### config.mk
export PLATFORM = sky130hd
export DESIGN_NAME = dac_ctrl
export DESIGN_NICKNAME = d
export VERILOG_FILES = /design/src/dac_pkg.sv /design/src/dac_ctrl.sv /design/src/dac_fifo.sv
export SDC_FILE = /design/constraint.sdc
export NUM_CORES = 1
export LEC_CHECK = 0
export BUFFER_PORTS_ARGS = -buffer_cell sky130_fd_sc_hd__buf_2
export CAP_MARGIN = 20
export CELL_PAD_IN_SITES_DETAIL_PLACEMENT = 1
export CELL_PAD_IN_SITES_GLOBAL_PLACEMENT = 1
export CORE_MARGIN = 3
export CORE_UTILIZATION = 48
export DETAILED_ROUTE_END_ITERATION = 12
export GPL_ROUTABILITY_DRIVEN = 0
export HOLD_SLACK_MARGIN = 0.15
export PLACE_DENSITY = 0.77
export SYNTH_ARGS = -nofsm -noshare
export SYNTH_HDL_FRONTEND = slang
export SYNTH_HIERARCHICAL = 1
export SYNTH_SLANG_ARGS = --single-unit
### constraint.sdc
create_clock -name sys_clk -period 3 [get_ports sys_clk]
set_clock_uncertainty 0.1 [all_clocks]
set_input_delay 0.6 -clock sys_clk [delete_from_list [all_inputs] [get_ports sys_clk]]
set_output_delay 0.6 -clock sys_clk [all_outputs]
set_load 0.01 [all_outputs]
### src/dac_pkg.sv
// Constants and types shared by the dual converter control block
package dac_pkg;
   localparam int DAC_DATA_W = 14;
   // Conversion time in nanoseconds and the system clock period
   localparam int DAC_CONV_NS = 5200;
   localparam int DAC_CLK_NS = 25;
   // Longest time rounds down to whole cycles
   localparam int DAC_CONV_CYC = DAC_CONV_NS / DAC_CLK_NS;
   localparam int DAC_FIFO_DEPTH = 16;
   // Code limits of the bipolar and unipolar codings
   localparam logic [13:0] DAC_BIP_MAX = 14'h1fff;
   localparam logic [13:0] DAC_BIP_MIN = 14'h2000;
   localparam logic [13:0] DAC_UNI_MAX = 14'h3fff;
   localparam logic [13:0] DAC_UNI_MIN = 14'h0000;
   localparam logic [13:0] DAC_SIGN_FLIP = 14'h2000;
   typedef enum logic [2:0] {
      DAC_IDLE = 3'b001,
      DAC_CONV = 3'b010,
      DAC_DONE = 3'b100
   } dac_state_e;
endpackage

### src/dac_ctrl.sv
// Conversion control and parallel read port of a dual 14-bit converter
// Contract
// Falling conversion start holds both tracks and starts both converts
// Both results reach the output register 5.2 us after start falls
// Busy ends the conversion; results readable once busy drops
// Select low: first read gives A first, second gives A second
// Select high: first read gives B first, second gives B second
// Host settles select 500 ns before next start falling edge
// Host avoids toggling select during conversion with overdriven inputs
// Read is one chip select pulse holding two read pulses
// Host leaves 400 ns after the read before next start
// Fastest read takes about 100 ns, setting the sample period
// Bipolar results are twos complement, step FS/16384
// Unipolar results are straight binary, zero at range bottom
// Bipolar code wraps all ones to all zeros half step below ground
// Bipolar extremes are 0 then 13 ones, and 1 then 13 zeros
// Busy rises on start falling and drops once results latch
// Conversion is timed internally; host supplies no clock
// Result order pointer restarts at every conversion start
// Data bus driven only while chip select and read are low
`timescale 1ns/1ps
module dac_ctrl
   import dac_pkg::*;
#(
   parameter int DATA_W = DAC_DATA_W,
   parameter int CONV_CYC = DAC_CONV_CYC,
   parameter int FIFO_DEPTH = DAC_FIFO_DEPTH,
   parameter bit BIPOLAR = 1'b1
) (
   input wire logic sys_clk,
   input wire logic sys_rst,
   input wire logic conversion_start_n,
   input wire logic channel_pair_select,
   input wire logic cs_n,
   input wire logic rd_n,
   output logic busy,
   output logic [DATA_W-1:0] data_out,
   output logic [DATA_W-1:0] data_oe_n,
   input wire logic [DATA_W-1:0] input_a_first,
   input wire logic [DATA_W-1:0] input_a_second,
   input wire logic [DATA_W-1:0] input_b_first,
   input wire logic [DATA_W-1:0] input_b_second,
   output logic sample_valid,
   input wire logic sample_ready,
   output logic [2*DATA_W-1:0] sample_data,
   output logic overrun
);
   initial begin
      if (DATA_W != DAC_DATA_W || CONV_CYC < 2) begin
         $error("dac_ctrl: unsupported width or conversion count");
      end
   end

   // ==========================================================
   // Start edge detection and sampling
   // ==========================================================
   logic start_n_q;
   logic sel_q;
   logic [DATA_W-1:0] hold1_q;
   logic [DATA_W-1:0] hold2_q;
   dac_state_e state_q;
   dac_state_e state_d;
   logic [15:0] cnt_q;
   logic [15:0] cnt_d;

   wire start_fall = start_n_q && !conversion_start_n;
   wire conv_end = (state_q == DAC_CONV) &&
      (cnt_q == 16'(CONV_CYC - 1));
   wire [DATA_W-1:0] pick1 = channel_pair_select ? input_b_first :
      input_a_first;
   wire [DATA_W-1:0] pick2 = channel_pair_select ? input_b_second :
      input_a_second;

   // Start edge tracker; reset high so a start held low through reset gives an edge at release
   always_ff @(posedge sys_clk) begin
      if (sys_rst) start_n_q <= 1'b1;
      else start_n_q <= conversion_start_n;
   end

   // Both tracks held together
   // Both selected inputs captured in the same edge, keeping phase
   always_ff @(posedge sys_clk) begin
      if (sys_rst) begin
         hold1_q <= '0;
         hold2_q <= '0;
         sel_q <= 1'b0;
      end else if (start_fall && state_q != DAC_CONV) begin
         hold1_q <= pick1;
         hold2_q <= pick2;
         sel_q <= channel_pair_select;
      end
   end

   // ==========================================================
   // Conversion timer, driven by the internal clock only
   // ==========================================================
   // Internal conversion timing
   // Fixed conversion span
   always_comb begin
      state_d = state_q;
      cnt_d = cnt_q;
      case (state_q)
         DAC_IDLE, DAC_DONE: begin
            if (start_fall) begin
               state_d = DAC_CONV;
               cnt_d = '0;
            end
         end
         DAC_CONV: begin
            if (conv_end) state_d = DAC_DONE;
            else cnt_d = cnt_q + 16'h0001;
         end
         default: state_d = DAC_IDLE;
      endcase
   end

   always_ff @(posedge sys_clk) begin
      if (sys_rst) begin
         state_q <= DAC_IDLE;
         cnt_q <= '0;
      end else begin
         state_q <= state_d;
         cnt_q <= cnt_d;
      end
   end

   // Busy follows conversion
   // Busy low means readable
   assign busy = (state_q == DAC_CONV);

   // ==========================================================
   // Output coding
   // ==========================================================
   // Held values are offset binary from the sampler; bipolar parts
   // flip the top bit to give twos complement.
   // Twos complement coding
   // Wrap at ground
   // Bipolar extremes
   // Straight binary coding
   wire [DATA_W-1:0] code_mask = BIPOLAR ? DAC_SIGN_FLIP : DAC_UNI_MIN;
   wire [DATA_W-1:0] code1 = hold1_q ^ code_mask;
   wire [DATA_W-1:0] code2 = hold2_q ^ code_mask;

   // ==========================================================
   // Output register and read port
   // ==========================================================
   logic [DATA_W-1:0] res1_q;
   logic [DATA_W-1:0] res2_q;
   logic sel_out_q;
   logic ptr_q;
   logic rd_n_q;

   // Results latched at end
   always_ff @(posedge sys_clk) begin
      if (sys_rst) begin
         res1_q <= '0;
         res2_q <= '0;
         sel_out_q <= 1'b0;
      end else if (conv_end) begin
         res1_q <= code1;
         res2_q <= code2;
         sel_out_q <= sel_q;
      end
   end

   wire rd_active = !cs_n && !rd_n;
   wire rd_rise = !rd_n_q && rd_n && !cs_n;

   // Pointer restart on start
   // Each read pulse advances
   always_ff @(posedge sys_clk) begin
      if (sys_rst) begin
         ptr_q <= 1'b0;
         rd_n_q <= 1'b1;
      end else begin
         rd_n_q <= rd_n;
         if (start_fall) ptr_q <= 1'b0;
         else if (rd_rise) ptr_q <= !ptr_q;
      end
   end

   // Select low order
   // Select high order
   // Pair choice is already folded into the held values; the
   // pointer picks first then second of the latched pair.
   wire [DATA_W-1:0] rd_word = ptr_q ? res2_q : res1_q;

   always_ff @(posedge sys_clk) begin
      if (sys_rst) data_out <= '0;
      else data_out <= rd_word;
   end

   // Drive only during read
   // Enable is combinational so the bus releases as soon as rd rises
   assign data_oe_n = {DATA_W{!rd_active}};

   // ==========================================================
   // Sample stream through the buffer
   // ==========================================================
   logic push_q;
   logic in_ready;

   always_ff @(posedge sys_clk) begin
      if (sys_rst) push_q <= 1'b0;
      else push_q <= conv_end;
   end

   // Full buffer drops the sample and flags it; conversion timing
   // cannot stall because the host owns the start pin.
   always_ff @(posedge sys_clk) begin
      if (sys_rst) overrun <= 1'b0;
      else if (push_q && !in_ready) overrun <= 1'b1;
   end

   dac_fifo #(
      .WIDTH(2*DATA_W),
      .DEPTH(FIFO_DEPTH)
   ) u_fifo (
      .clk(sys_clk),
      .rst(sys_rst),
      .in_valid(push_q),
      .in_ready(in_ready),
      .in_data({res1_q, res2_q}),
      .out_valid(sample_valid),
      .out_ready(sample_ready),
      .out_data(sample_data)
   );

   wire unused_sel = sel_out_q;
endmodule

### src/dac_fifo.sv
// Small synchronous FIFO holding converted samples
`timescale 1ns/1ps
module dac_fifo
   import dac_pkg::*;
#(
   parameter int WIDTH = 28,
   parameter int DEPTH = 16
) (
   input wire logic clk,
   input wire logic rst,
   input wire logic in_valid,
   output logic in_ready,
   input wire logic [WIDTH-1:0] in_data,
   output logic out_valid,
   input wire logic out_ready,
   output logic [WIDTH-1:0] out_data
);
   localparam int AW = $clog2(DEPTH);
   initial begin
      if (DEPTH < 2 || (1 << AW) != DEPTH) begin
         $error("dac_fifo depth must be a power of two");
      end
   end
   logic [WIDTH-1:0] mem [DEPTH];
   logic [AW:0] wr_q;
   logic [AW:0] rd_q;
   wire full = (wr_q[AW] != rd_q[AW]) && (wr_q[AW-1:0] == rd_q[AW-1:0]);
   wire empty = (wr_q == rd_q);
   wire push = in_valid && !full;
   wire pop = out_ready && !empty;
   assign in_ready = !full;
   assign out_valid = !empty;
   assign out_data = mem[rd_q[AW-1:0]];
   // Pointers carry one extra wrap bit to tell full from empty
   always_ff @(posedge clk) begin
      if (rst) begin
         wr_q <= '0;
         rd_q <= '0;
      end else begin
         if (push) wr_q <= wr_q + 1'b1;
         if (pop) rd_q <= rd_q + 1'b1;
      end
   end
   // Storage has no reset; contents are only read when valid
   always_ff @(posedge clk) begin
      if (push) mem[wr_q[AW-1:0]] <= in_data;
   end
endmodule

==> results.yml <==
clock_network:
  htreeDepth: 2
  clockBufferDepth: 3
  root_buffer: "clkbuf_16"
  clk_latency_ps: 600
  cts_tree: "done"
  cts_made_buffers: 55
  clkSinkCount: 556
  clk_pin_slew_ps: 60
logic_synthesis:
  yosysUniqueCellTypes: 61
  netlist_area_um2: 21900
  netlist_instances: 1182
  syn-num-nets: 1251
  yosys_warnings: 6
  synth_area_per_cell_um2: 18.5
  async_flop_share_pct: 0
  synth_edf_count: 448
  synth_seq_area_share_pct: 71.2
  synth_flop_cell: "edfxtp_1"
  synth_seq_cells: 556
critical_path:
  worstPathRequired_ps: 2300
  crit_path_max_fanout: 8
  start_kind: "register"
  worstSetupPathType: "reg -> out"
  cp.arrival_ps: 2600
  cp-end-kind: "primary output"
  reg2reg_depth: 5
sta:
  fin_hold_ws_ps: 241
  max-slew-margin-rel_pct: 39.7
  setup_viol: 28
  max_freq_ghz: 0.303
  worst_pin_slew_ps: 903
  finalCritPeriodShare_pct: 110
  finalMaxSlewViolations: 0
  setup_ws_ps: -301
  period_minus_slack_ps: 3300
  rsz0062_at_grt: "true"
  hold_violations: 0
grt:
  use_met2_pct: 38.5
  overflow: 0
  grt_pass1_vias: 12500
  grt_max_degree: 86
  antenna_found_initial: 0
  use_met1_pct: 31.0
  grt_first_pass_wirelength_mm: 80.9
  grt_usage_pct: 22.9
  use_met3_pct: 3.76
  grt_busiest_layer: "met2"
status:
  status: "finished with violations"
  violations: "setup timing"
power:
  p_seq_share_pct: 50.4
  p_clk_share_pct: 42.7
  irDropWorstVdd_mv: 0.478
  finalPower_w: 0.0165
  combPwrFrac_pct: 6.9
  switchingPower_w: 0.00346
  powerDensity_nw_per_um2: 642
  sw_frac_of_total_pct: 21.0
  p_leak_nw: 8.41
  p_int_w: 0.0130
die:
  initial_core_util_pct: 49.0
  die-area_um2: 48300
  row_count: 77
  die_width_um: 220
  ios: 122
  die_h_um: 220
  core_um2: 44700
route:
  postRouteAntennaNets: 0
  drt-initial-drc-count: 1085
  vias_per_cell: 6.04
  route.detailed.drc: 0
  wl_per_cell_um: 27.7
  drt-total-wl_mm: 54.7
  dr.pass1.iters: 5
  num_vias: 11900
final_layout:
  layout-drive-gt1-share_pct: 32.2
  nNetsFinal: 1402
  area_delta_synth_final_pct: 17.2
placement:
  port_buffers: 121
  dp_hpwl_mm: 30.3
flow_run:
  max-cap-violations: 0
worst_hold_path:
  min_path_type: "in -> reg"
  hold_depth: 3
area by class of cell:
cell class / count / area [um2]
fill: 4036 / 19000
sequential: 556 / 15600
clock buffer: 77 / 1540
clock inverter: 27 / 310
multi-input combinational: 527 / 5790
tap: 592 / 741
inverter: 11 / 42.5
timing repair buffer: 182 / 1630
antenna: 2 / 5.00
synthesized netlist by cell type (7+ instances only):
cell / count / area (um2)
nand2_1: 14 / 52.6
nand4_1: 7 / 43.8
buf_6: 9 / 101
mux2i_1: 45 / 450
a21oi_1: 39 / 195
dfxtp_1: 108 / 2160
a211oi_1: 10 / 75.1
inv_1: 10 / 37.5
buf_4: 16 / 120
nand3_1: 34 / 170
o21ai_1: 28 / 140
buf_1: 9 / 33.8
and3_1: 19 / 119
mux4_2: 140 / 3150
nor3_1: 7 / 35.0
a211oi_2: 20 / 250
nor2_1: 61 / 229
edfxtp_1: 448 / 13500
buf_2: 24 / 120
clkbuf_1: 30 / 113
mux2_2: 7 / 78.8
path summary, 6_finish.rpt:
| kind | from | to | slack [ps] |
|---|---|---|---|
| worst max-delay path | register | sample_data[27] | -300 |
| worst min-delay path | input_a_first[11] | hold1_q[11] | 240 |
| worst max register to register | u_fifo/wr_q[1] | u_fifo/mem[2][26] | 360 |
| worst min register to register | hold2_q[13] | res2_q[13] | 350 |
power groups by stage:
stage	Combinational, W	Clock [W]	Sequential [W]
2_1_floorplan	0.000732	0	0.00844
3_3_place_gp	0.000940	0	0.00846
3_5_place_dp	0.000958	0	0.00847
4_1_cts	0.00106	0.00714	0.00831
5_1_grt	0.00122	0.00749	0.00830
6_report	0.00114	0.00703	0.00830
sequential cells by signal, indices dropped and copies added, names as in the netlist, named ones only:
| register | count |
|---|---|
| cnt_q | 16 |
| data_out | 14 |
| hold1_q | 14 |
| hold2_q | 14 |
| overrun | 1 |
| ptr_q | 1 |
| push_q | 1 |
| rd_n_q | 1 |
| res1_q | 14 |
| res2_q | 14 |
| start_n_q | 1 |
| state_q | 3 |
| u_fifo/mem | 448 |
| u_fifo/rd_q | 5 |
| u_fifo/wr_q | 5 |
worst max-delay path, cell delays in order (launching register included):
cell and delay (ps):
dfxtp_4 380, buf_12 120, buf_12 120, buf_16 150, mux4_2 510, mux4_2 550
buf_6 150
repair_timing:
action                     4_1_cts  5_1_grt
setup endpoints to repair       28       28
hold endpoints to repair         2        0
gates cloned                     3        6
hold buffers                     2        0
buffers inserted                 2        5
resized for setup               18        8
kinds of logic (layout without fill, tap and decap cells):
family | after synthesis | after routing | synth area share (%)
xor gates and xnor gates | 8 | 8 | 0.320
muxes | 192 | 192 | 16.8
DFF | 556 | 556 | 71.2
buffers and inverters | 99 | 297 | 2.42
and+or+nand+nor | 177 | 177 | 4.16
AOI/OAI and AO/OA | 144 | 144 | 4.72
other | 0 | 2 | 0
adders and majority gates | 6 | 6 | 0.342
per-stage QoR:
step                      TNS [ps]  worst slack [ps]  area (um2)  instances  utilization [%]
after floorplan                  0              3.15       21900       1182                -
after global placement           0               364       23400       1851             52.3
after detailed placement         0               316       23400       1851             52.3
after CTS                    -7630              -312       25500       1962             57.0
after global routing         -8240              -364       25700       1972             57.4
final                        -6310              -301       25700       1974             57.5
layer usage:
layer | share of wire [%] | wire length [um]
met2 | 51 | 27800
met3 | 6.8 | 3740
met5 | 0 | 0
met1 | 40 | 22100
met4 | 2.0 | 1090
layout by cell type (no fill, tap or decap), types with 28 or more instances in the layout:
cell | netlist | layout
nand3_1 | 34 | 34
mux4_2 | 140 | 140
dfxtp_1 | 108 | 105
buf_4 | 16 | 28
a21oi_1 | 39 | 38
mux2i_1 | 45 | 45
edfxtp_1 | 448 | 448
nor2_1 | 61 | 61
buf_2 | 24 | 105
o21ai_1 | 28 | 28
clkbuf_16 | 0 | 61
(Power assumes the default switching activity.)
